==> config.mk <==
export PLATFORM = sky130hd
export DESIGN_NAME = user_timing_signal_vertical_combiner
export DESIGN_NICKNAME = d
export VERILOG_FILES = /design/src/rtl/user_timing4_pkg.sv /design/src/rtl/window_compare.sv /design/src/rtl/user_timing_signal_vertical_combiner.sv
export SDC_FILE = /design/constraint.sdc
export NUM_CORES = 1
export LEC_CHECK = 0
export ABC_AREA = 1
export BUFFER_PORTS_ARGS = -buffer_cell sky130_fd_sc_hd__buf_4
export CORE_ASPECT_RATIO = 1.5
export CORE_MARGIN = 5
export CORE_UTILIZATION = 53
export DETAILED_ROUTE_END_ITERATION = 6
export PLACE_DENSITY = 0.82
export SLEW_MARGIN = 20
export SYNTH_ARGS = -nofsm -noshare
export SYNTH_HDL_FRONTEND = slang
export SYNTH_SLANG_ARGS = --single-unit
==> constraint.sdc <==
create_clock -name sys_clk_in -period 2.1 [get_ports sys_clk_in]
set_clock_uncertainty 0.15 [all_clocks]
set_input_delay 0.105 -clock sys_clk_in [delete_from_list [all_inputs] [get_ports sys_clk_in]]
set_output_delay 0.105 -clock sys_clk_in [all_outputs]
set_load 0.01 [all_outputs]
==> src/rtl/user_timing4_pkg.sv <==
package user_timing4_pkg;

    localparam int ADDR_W = 10;
    localparam int DATA_W = 16;
    localparam int LINE_W = 15;
    localparam int PIXEL_W = 16;

    // register indices; byte address is four times the index
    localparam logic [7:0] IDX_H_START = 8'h66;
    localparam logic [7:0] IDX_H_STOP = 8'h67;
    localparam logic [7:0] IDX_V_START = 8'h68;
    localparam logic [7:0] IDX_V_STOP = 8'h69;
    localparam logic [7:0] IDX_COMBINE = 8'h6a;
    localparam logic [7:0] IDX_STATUS = 8'h6b;

    // field positions of the combine register
    localparam int BIT_POLARITY = 3;
    localparam int BIT_AND = 2;
    localparam int BIT_OR = 1;
    localparam int BIT_XOR = 0;
    localparam int COMBINE_W = 4;

    // field positions of the status register
    localparam int BIT_ST_H = 0;
    localparam int BIT_ST_V = 1;
    localparam int BIT_ST_RAW = 2;

    // values after reset
    localparam logic [PIXEL_W-1:0] RST_H_START = 16'h0000;
    localparam logic [PIXEL_W-1:0] RST_H_STOP = 16'h0000;
    localparam logic [LINE_W-1:0] RST_V_START = 15'h0000;
    localparam logic [LINE_W-1:0] RST_V_STOP = 15'h0000;
    localparam logic [COMBINE_W-1:0] RST_COMBINE = 4'h8;
    localparam logic RST_OUTPUT = 1'b1;
    localparam logic [DATA_W-1:0] RST_RDATA = 16'h0000;

    typedef struct packed {
        logic polarity;
        logic op_and;
        logic op_or;
        logic op_xor;
    } combine_ctl_t;

    typedef struct packed {
        logic raw;
        logic v_active;
        logic h_active;
    } window_status_t;

endpackage : user_timing4_pkg

==> src/rtl/window_compare.sv <==
module window_compare #(
    parameter int W = 16
) (
    input wire logic [W-1:0] start_in,
    input wire logic [W-1:0] stop_in,
    input wire logic [W-1:0] count_in,
    output logic active_out
);

    // active from start up to, not including, stop
    assign active_out = (count_in >= start_in) && (count_in < stop_in);

endmodule : window_compare

==> src/rtl/user_timing_signal_vertical_combiner.sv <==
// Notes on behaviour
// - the 15-bit start-line field sets where the vertical window begins.
// - the 15-bit end-line field sets where the vertical window ends.
// - polarity bit 3 resets to 1 for active-low output, 0 gives active high.
// - with AND bit 2 set the output is active only when both windows are.
// - with AND set the OR and XOR bits have no effect.
// - with OR bit 1 set and AND clear either window makes the output active.
// - with OR set the XOR bit has no effect.
// - with only XOR bit 0 set exactly one active window drives the output.
// - the horizontal window spans 16-bit start and stop pixel positions.
module user_timing_signal_vertical_combiner
    import user_timing4_pkg::*;
(
    input wire logic sys_clk_in,
    input wire logic rst_in,
    input wire logic [ADDR_W-1:0] reg_addr_in,
    input wire logic [DATA_W-1:0] reg_wdata_in,
    input wire logic reg_wr_in,
    input wire logic reg_rd_in,
    output logic [DATA_W-1:0] reg_rdata_out,
    input wire logic [PIXEL_W-1:0] pixel_count_in,
    input wire logic [LINE_W-1:0] line_count_in,
    output logic combined_user_timing_output_out
);

    function automatic logic addr_hit(input logic [ADDR_W-1:0] addr,
                                      input logic [7:0] idx);
        addr_hit = (addr == {idx, 2'b00});
    endfunction : addr_hit

    logic [PIXEL_W-1:0] user_hsync4_start_pixel;
    logic [PIXEL_W-1:0] user_hsync4_end_pixel;
    logic [LINE_W-1:0] user_vsync4_start_line;
    logic [LINE_W-1:0] user_vsync4_end_line;
    combine_ctl_t user_signal4_combine_and_level;

    logic [PIXEL_W-1:0] h_start_live;
    logic [PIXEL_W-1:0] h_stop_live;
    logic [LINE_W-1:0] v_start_live;
    logic [LINE_W-1:0] v_stop_live;

    logic user_signal_horizontal_window;
    logic user_signal_vertical_window;
    logic combined_raw;
    logic next_output;
    window_status_t status;

    // write enables, window combinations and held read data
    logic wr_h_start;
    logic wr_h_stop;
    logic wr_v_start;
    logic wr_v_stop;
    logic wr_combine;
    logic both_active;
    logic either_active;
    logic one_active;
    logic [DATA_W-1:0] next_rdata_hold;

    // address decode
    wire hit_h_start = addr_hit(reg_addr_in, IDX_H_START);
    wire hit_h_stop = addr_hit(reg_addr_in, IDX_H_STOP);
    wire hit_v_start = addr_hit(reg_addr_in, IDX_V_START);
    wire hit_v_stop = addr_hit(reg_addr_in, IDX_V_STOP);
    wire hit_combine = addr_hit(reg_addr_in, IDX_COMBINE);
    wire hit_status = addr_hit(reg_addr_in, IDX_STATUS);
    wire line_boundary = (pixel_count_in == {PIXEL_W{1'b0}});

    // write enables; reserved bits are dropped
    assign wr_h_start = reg_wr_in && hit_h_start;
    assign wr_h_stop = reg_wr_in && hit_h_stop;
    assign wr_v_start = reg_wr_in && hit_v_start;
    assign wr_v_stop = reg_wr_in && hit_v_stop;
    assign wr_combine = reg_wr_in && hit_combine;

    always_ff @(posedge sys_clk_in) begin
        if (rst_in) begin
            user_hsync4_start_pixel <= RST_H_START;
        end else if (wr_h_start) begin
            user_hsync4_start_pixel <= reg_wdata_in;
        end
    end

    always_ff @(posedge sys_clk_in) begin
        if (rst_in) begin
            user_hsync4_end_pixel <= RST_H_STOP;
        end else if (wr_h_stop) begin
            user_hsync4_end_pixel <= reg_wdata_in;
        end
    end

    always_ff @(posedge sys_clk_in) begin
        if (rst_in) begin
            user_vsync4_start_line <= RST_V_START;
        end else if (wr_v_start) begin
            user_vsync4_start_line <= reg_wdata_in[LINE_W-1:0];
        end
    end

    always_ff @(posedge sys_clk_in) begin
        if (rst_in) begin
            user_vsync4_end_line <= RST_V_STOP;
        end else if (wr_v_stop) begin
            user_vsync4_end_line <= reg_wdata_in[LINE_W-1:0];
        end
    end

    always_ff @(posedge sys_clk_in) begin
        if (rst_in) begin
            user_signal4_combine_and_level <= RST_COMBINE;
        end else if (wr_combine) begin
            user_signal4_combine_and_level <=
                reg_wdata_in[COMBINE_W-1:0];
        end
    end

    // horizontal limits change only at the start of a line
    always_ff @(posedge sys_clk_in) begin
        if (rst_in) begin
            h_start_live <= RST_H_START;
            h_stop_live <= RST_H_STOP;
        end else if (line_boundary) begin
            h_start_live <= user_hsync4_start_pixel;
            h_stop_live <= user_hsync4_end_pixel;
        end
    end

    // vertical limits likewise, so a window never moves mid-line
    always_ff @(posedge sys_clk_in) begin
        if (rst_in) begin
            v_start_live <= RST_V_START;
            v_stop_live <= RST_V_STOP;
        end else if (line_boundary) begin
            v_start_live <= user_vsync4_start_line;
            v_stop_live <= user_vsync4_end_line;
        end
    end

    // horizontal window against the pixel counter
    window_compare #(
        .W(PIXEL_W)
    ) u_h_window (
        .start_in(h_start_live),
        .stop_in(h_stop_live),
        .count_in(pixel_count_in),
        .active_out(user_signal_horizontal_window)
    );

    // vertical window against the line counter
    window_compare #(
        .W(LINE_W)
    ) u_v_window (
        .start_in(v_start_live),
        .stop_in(v_stop_live),
        .count_in(line_count_in),
        .active_out(user_signal_vertical_window)
    );

    // the three candidate combinations of the two windows
    assign both_active = user_signal_horizontal_window &
        user_signal_vertical_window;
    assign either_active = user_signal_horizontal_window |
        user_signal_vertical_window;
    assign one_active = user_signal_horizontal_window ^
        user_signal_vertical_window;

    // fixed priority: and over or over xor; nothing selected is inactive
    assign combined_raw =
        user_signal4_combine_and_level.op_and ? both_active :
        user_signal4_combine_and_level.op_or ? either_active :
        user_signal4_combine_and_level.op_xor ? one_active :
        1'b0;

    assign next_output = user_signal4_combine_and_level.polarity ?
        ~combined_raw : combined_raw;

    // final level registered so downstream never sees a glitch
    always_ff @(posedge sys_clk_in) begin
        if (rst_in) begin
            combined_user_timing_output_out <= RST_OUTPUT;
        end else begin
            combined_user_timing_output_out <= next_output;
        end
    end

    // live window state for software
    assign status.raw = combined_raw;
    assign status.v_active = user_signal_vertical_window;
    assign status.h_active = user_signal_horizontal_window;

    // read mux; reserved and unmapped bits read zero
    wire [DATA_W-1:0] rd_h_start = user_hsync4_start_pixel;
    wire [DATA_W-1:0] rd_h_stop = user_hsync4_end_pixel;
    wire [DATA_W-1:0] rd_v_start = {1'b0, user_vsync4_start_line};
    wire [DATA_W-1:0] rd_v_stop = {1'b0, user_vsync4_end_line};
    wire [DATA_W-1:0] rd_combine = {12'h000,
                                    user_signal4_combine_and_level};
    wire [DATA_W-1:0] rd_status = {13'h0000, status};
    wire [DATA_W-1:0] next_rdata =
        hit_h_start ? rd_h_start :
        hit_h_stop ? rd_h_stop :
        hit_v_start ? rd_v_start :
        hit_v_stop ? rd_v_stop :
        hit_combine ? rd_combine :
        hit_status ? rd_status :
        RST_RDATA;

    // read data stand one cycle after the strobe, zero otherwise
    assign next_rdata_hold =
        reg_rd_in ? next_rdata : RST_RDATA;

    always_ff @(posedge sys_clk_in) begin
        if (rst_in) begin
            reg_rdata_out <= RST_RDATA;
        end else begin
            reg_rdata_out <= next_rdata_hold;
        end
    end

endmodule : user_timing_signal_vertical_combiner

-- Yosys cells after proc, flatten, opt, wreduce, memory -nomap -nowiden
Index checks and enable logic that the tools add are counted.
- magnitude comparators: 4
- eq/ne operators: 6
- muxes and demuxes: 10
- bitwise gates (word level): 5
- reduce and logical (&&, ||, !) cells: 9
- operators by type and width (cell ; number):
    equality test 10 x 9 -> 1 bit, second input constant ; 6
    2-to-1 mux 16 bit ; 2
    2-to-1 mux 15 bit ; 2
    >= comparator 16 bit ; 1
    zero test 16 bit ; 1
    < comparator 16 bit ; 1
    >= comparator 15 bit ; 1
    < comparator 15 bit ; 1
    logical AND 1 bit ; 7
    2-to-1 mux 1 bit ; 4
    2-to-1 mux 4 bit ; 1
    2-to-1 mux 3 bit ; 1
    inverter 1 bit ; 2
    OR reduction 2 bit ; 1
    bitwise AND 1 bit ; 1
    bitwise OR 1 bit ; 1
    XOR 1 bit ; 1
- register bits: 145
- input port bits: 61
- word-level logic and storage cells: 48

-- Logic depth before layout (Yosys ltp)
- depth in word-level cells: 12
- gate-level depth with buffers: 22
- gate-level depth less buffers: 22

-- Modules after synthesis
A second synthesis with hierarchy kept.
- cells, all modules: 1002
- area, all modules: 7429.6 sq um
- modules (own cells, without submodules) (module ; times used ; cells each ; area an instance (sq um) ; seq. area each (sq um)):
    user_timing_signal_vertical_combiner ; 1 ; 724 ; 5759.3 ; 2902.8
    window_compare at u_v_window ; 1 ; 143 ; 844.6 ; 0.0
    window_compare at u_h_window ; 1 ; 135 ; 825.8 ; 0.0

-- Least setup slack after synthesis
OpenSTA, ideal clock, no wires.
- path kind: flip-flop to flip-flop
- start point: reg v_stop_live[14]
- end point: reg reg_rdata_out[2]
- library setup time: 0.117 ns
- arrival: 1.868 ns
- slack: -0.035 ns
- stages on the path, launching flop included: 17
- buffers on the path: 0
- clock period less this slack: 2.135 ns
- cells stage by stage: dfxtp_1 > inv_1 > ha_1 > nand2_1 > nor4_1 > a21oi_1 > nand2_1 > inv_1 > ha_1 > nand2_1 > a21oi_1 > nand2_1 > nand2_1 > nand2_1 > nand4_1 > nor2_1 > nor2_1
- cells in the longest elaborated chain, start to end: 12
- elaborated cells on any way between the ends: 14
- those cells by class: order compare: 1; mux: 9; bitwise: 3; reduce/logical: 1
- RTL lines (what ; line ; text):
    start, declared ; user_timing_signal_vertical_combiner.sv:40 ; logic [LINE_W-1:0] v_stop_live;
    start signal, assigned ; user_timing_signal_vertical_combiner.sv:134 ; v_stop_live <= user_vsync4_end_line;
    < comparator 15 bit (*) ; window_compare.sv:11 ; assign active_out = (count_in >= start_in) && (count_in < stop_in);
    logical AND 1 bit (*) ; window_compare.sv:11 ;
    XOR 1 bit ; user_timing_signal_vertical_combiner.sv:163 ; assign one_active = user_signal_horizontal_window ^
    2-to-1 mux 1 bit ; user_timing_signal_vertical_combiner.sv:170 ; user_signal4_combine_and_level.op_xor ? one_active :
    2-to-1 mux 1 bit ; user_timing_signal_vertical_combiner.sv:169 ; user_signal4_combine_and_level.op_or ? either_active :
    2-to-1 mux 1 bit (*) ; user_timing_signal_vertical_combiner.sv:168 ; user_signal4_combine_and_level.op_and ? both_active :
    2-to-1 mux 3 bit (*) ; user_timing_signal_vertical_combiner.sv:204 ; hit_status ? rd_status :
    2-to-1 mux 4 bit (*) ; user_timing_signal_vertical_combiner.sv:203 ; hit_combine ? rd_combine :
    2-to-1 mux 15 bit (*) ; user_timing_signal_vertical_combiner.sv:202 ; hit_v_stop ? rd_v_stop :
    2-to-1 mux 15 bit (*) ; user_timing_signal_vertical_combiner.sv:201 ; hit_v_start ? rd_v_start :
    2-to-1 mux 16 bit (*) ; user_timing_signal_vertical_combiner.sv:200 ; hit_h_stop ? rd_h_stop :
    2-to-1 mux 16 bit (*) ; user_timing_signal_vertical_combiner.sv:199 ; hit_h_start ? rd_h_start :
    end signal, assigned ; user_timing_signal_vertical_combiner.sv:215 ; reg_rdata_out <= next_rdata_hold;
    end, declared ; user_timing_signal_vertical_combiner.sv:20 ; output logic [DATA_W-1:0] reg_rdata_out,
Mark *: on every way between the ends. The rest lies on a longest branch, timed or not.
A chain may end at the register's enable or synchronous reset.

-- Worst setup path after layout
- start point: reg h_start_live[13]
- end point: reg reg_rdata_out[2]
- cells in the longest elaborated chain, start to end: 12
- elaborated cells on any way between the ends: 14
- those cells by class: order compare: 1; mux: 9; bitwise: 3; reduce/logical: 1
- RTL lines (what ; line ; text):
    start, declared ; user_timing_signal_vertical_combiner.sv:37 ; logic [PIXEL_W-1:0] h_start_live;
    start signal, assigned ; user_timing_signal_vertical_combiner.sv:122 ; h_start_live <= user_hsync4_start_pixel;
    >= comparator 16 bit (*) ; window_compare.sv:11 ;
    logical AND 1 bit (*) ; window_compare.sv:11 ;
    XOR 1 bit ; user_timing_signal_vertical_combiner.sv:163 ;
    2-to-1 mux 1 bit ; user_timing_signal_vertical_combiner.sv:170 ;
    2-to-1 mux 1 bit ; user_timing_signal_vertical_combiner.sv:169 ;
    2-to-1 mux 1 bit (*) ; user_timing_signal_vertical_combiner.sv:168 ;
    2-to-1 mux 3 bit (*) ; user_timing_signal_vertical_combiner.sv:204 ;
    2-to-1 mux 4 bit (*) ; user_timing_signal_vertical_combiner.sv:203 ;
    2-to-1 mux 15 bit (*) ; user_timing_signal_vertical_combiner.sv:202 ;
    2-to-1 mux 15 bit (*) ; user_timing_signal_vertical_combiner.sv:201 ;
    2-to-1 mux 16 bit (*) ; user_timing_signal_vertical_combiner.sv:200 ;
    2-to-1 mux 16 bit (*) ; user_timing_signal_vertical_combiner.sv:199 ;
Marks and branches as above.

==> impl_results.md <==
* Fin. Hold Viols at 0
* RD Place Congestion at 0.906
* Maximum operating frequency at 401 MHz
* Starting Density at 54.1%
* Average size of a mapped cell at 7.89 um2
* Post-Syn Area at 7040 um2
* Synth Warn # at 0
* Max stage delay on crit path at 0.32 ns
* Worst hold path class: input pin to flop
* Slack of the critical path at -0.395 ns
* Port Buffers at 77
* Register-to-Register Path Depth at 17
* Initial antenna violation count at 0
* Chip height at 151 um
* DP Wirelength at 14.5 mm
* Max-Cap Viols at 0
* Clock Tree Root: clkbuf_16
* # DRC at 6
* DR iter-0 viols at 601
* Total wire length at 23.1 mm
* Tmin final at 2.50 ns
* CORE AREA at 13000 um2
* FF+latch area at 2910 um2
* Final hold slack at 0.0305 ns
* Clock latency on the worst-skew pair at 0.42 ns
* Share of layout cells above drive strength 1 at 28.1%
* Post-synth EDFFs at 0
* CP startpoint kind: flop
* Area Overhead vs Synth at 35.6%
* Full die area at 15700 um2
* Nets at 1176
* Max Slew Vio Count at 0
* Cells after Synth at 892
* Setup TNS at -1.03 ns
* Max clock buf depth at 2
* Period utilization at 119%
* CTS Sinks at 145
* Most common cell in the netlist: a21oi_1
* Yosys reg bits at 145
* PD cells at 693 nW/um2
* Top FF cell, synth: dfxtp_1
* Leakage Power at 0.00374 uW
* Area of the multi-input gates at 3800 um2
* H-tree levels at 4
* Post-Syn Nets at 1014
* Rows at 51
* CTS tree: built
* Crit. End Element: flop
* Layout fillers at 888
* VDD IR max at 530 uV
* Final setup violation count at 4
* First-pass iteration count of the detailed router at 7
* Worst flop-to-flop path endpoint: reg_rdata_out[2]
* Crit path kind: flop to flop
* Largest area contributor in the netlist: dfxtp_1
* Unrepaired setup endpoints after global routing: yes
* FFs w/ async S/R, synth at 0%
* Remaining global-route overflow at 0
* Pin count of the biggest net entering global routing at 61
* Via count at 7241
* Req. time, crit path at 2.27 ns
* Worst-path cell chain: inv_2 > ha_4 > nand4_1 > nor3_2 > nand2_1 > nand2_1 > nand3_2 > inv_2 > ha_4 > nand2_2 > a21oi_2 > nand2_1 > nand2_2 > nand2_2 > nand4_1 > nor2_1 > nor2_1
* Final core utilization at 73.3%
* Synth top area share at 41.3%
* Vias in the first global route at 7271
* Antenna Nets Post-Route at 0
* ANT cells at 0
* Synth area leaders: dfxtp_1 (41%), a21oi_1 (12%), ha_1 (11%)
* Gr usage total at 27.9%
* TritonCTS buffer count at 17
* Slew @ Worst Pin at 0.421 ns
* Routed length per placed instance at 18.9 um
* I/O pin cnt at 78
* Synth cell types at 40
* Failing checks: design-rule violations, negative setup slack
* Sequential area share after synthesis at 41.3%
* Global-route wire length before repair at 35.0 mm
* R2R Path Start: h_start_live[13]
* Critical Path AT at 2.66 ns
* Clk pin slew, worst setup/hold paths at 0.06 ns
* Vias per cell at 5.91
* Synth cell count leaders: a21oi_1 (165), dfxtp_1 (145), inv_1 (121)
* Hold Path Sink: rd_combine[2]
* Max-Slew Margin vs Limit at 71.7%
* Worst hold stages at 6
* Die Wd at 104 um
* Reg2reg setup slack at -0.40 ns
* Min-delay src: reg_addr_in[2]
* Status: complete, but fails checks
* CP max-delay cell: dfxtp_2
* Crit path max fanout at 2
worst max-delay path: cells and delay by family (launching register included):
family	cells	cell delay [ns]
buf+inv	2	0.16
simple gates	12	1.24
fa+ha+maj	2	0.46
compound gates	1	0.04
flops	1	0.32
layer usage:
metal	vias to the layer above	wire length, um	global-route usage [%]	share of wire, %
met5	-	0	0	0
met1	3373	7940	29.0	34
met4	0	1850	22.0	8.0
met2	388	11700	49.0	51
met3	134	1570	5.63	6.8
li1	3346	-	-	-
cell usage in the layout, fill, tap and decap left out, types with 5 or more instances in the layout:
cell type,instances
a21oi_2,12
nand2_1,91
a21oi_1,153
clkinv_2,5
inv_1,106
ha_4,24
ha_1,37
dlygate4sd3_1,24
o21ai_0,92
dfxtp_1,139
dfxtp_2,6
clkbuf_16,17
nand4_1,8
inv_2,24
o22ai_1,8
nor2_1,27
o21ai_1,25
nand3_1,31
nand2_2,15
buf_4,159
a221oi_1,8
worst max-delay path by stage:
stage                       endpoint        startpoint
finish              reg_rdata_out[2]  h_start_live[13]
floorplan           reg_rdata_out[2]   h_start_live[7]
global route        reg_rdata_out[2]  h_start_live[13]
detailed placement  reg_rdata_out[2]  v_start_live[10]
CTS                 reg_rdata_out[2]  h_start_live[10]
global placement    reg_rdata_out[2]  v_start_live[14]
state kept, by name, summed over array words and instances (netlist names):
| name | cells |
|---|---|
| combined_user_timing_output_out | 1 |
| h_start_live | 16 |
| h_stop_live | 16 |
| rd_combine | 4 |
| rd_h_start | 16 |
| rd_h_stop | 16 |
| reg_rdata_out | 16 |
| user_vsync4_end_line | 15 |
| user_vsync4_start_line | 15 |
| v_start_live | 15 |
| v_stop_live | 15 |
cell type report:
class	count	area share, %
Sequential cell	145	30.5
Inverter	133	5.30
Tap cell	159	2.08
Multi-Input combinational cell	571	39.8
Clock inverter	10	1.64
Clock buffer	21	5.04
Timing Repair Buffer	186	15.7
logic make-up (layout without fill, tap and decap cells):
group                      after synthesis  in the layout  synth area share, %
AOI/OAI and AO/OA                      311            311                 23.3
and+or+nand+nor                        199            199                 13.8
buffers and inverters                  176            350                 10.8
DFF                                    145            145                 41.3
adders and majority gates               61             61                 10.8
stage by stage:
step	area (um2)	setup WS, ns	instances	total power, uW
after floorplan	7040	-0.0327	892	3040
after global placement	8200	-0.305	1165	3260
after detailed placement	8200	-0.369	1165	3280
after CTS	9310	-0.264	1224	6530
after global routing	9540	-0.511	1225	6790
final	9540	-0.395	1225	6620
report_power, final:
part           leakage [uW]  internal [uW]  switching, uW  total [uW]
clock              0.000315           2100           1160        3260
combinational       0.00225            273            332         605
sequential          0.00117           2750          0.562        2750
what timing repair did:
| item | 4_1_cts | 5_1_grt |
|---|---|---|
| resized for setup | 36 | 44 |
| gates cloned | 0 | 0 |
| pin swaps | 13 | 20 |
| setup buffers | 4 | 1 |
| hold buffers | 24 | 0 |
| hold endpoints to repair | 70 | 0 |
| setup endpoints to repair | 4 | 4 |
(Power assumes the default switching activity.)
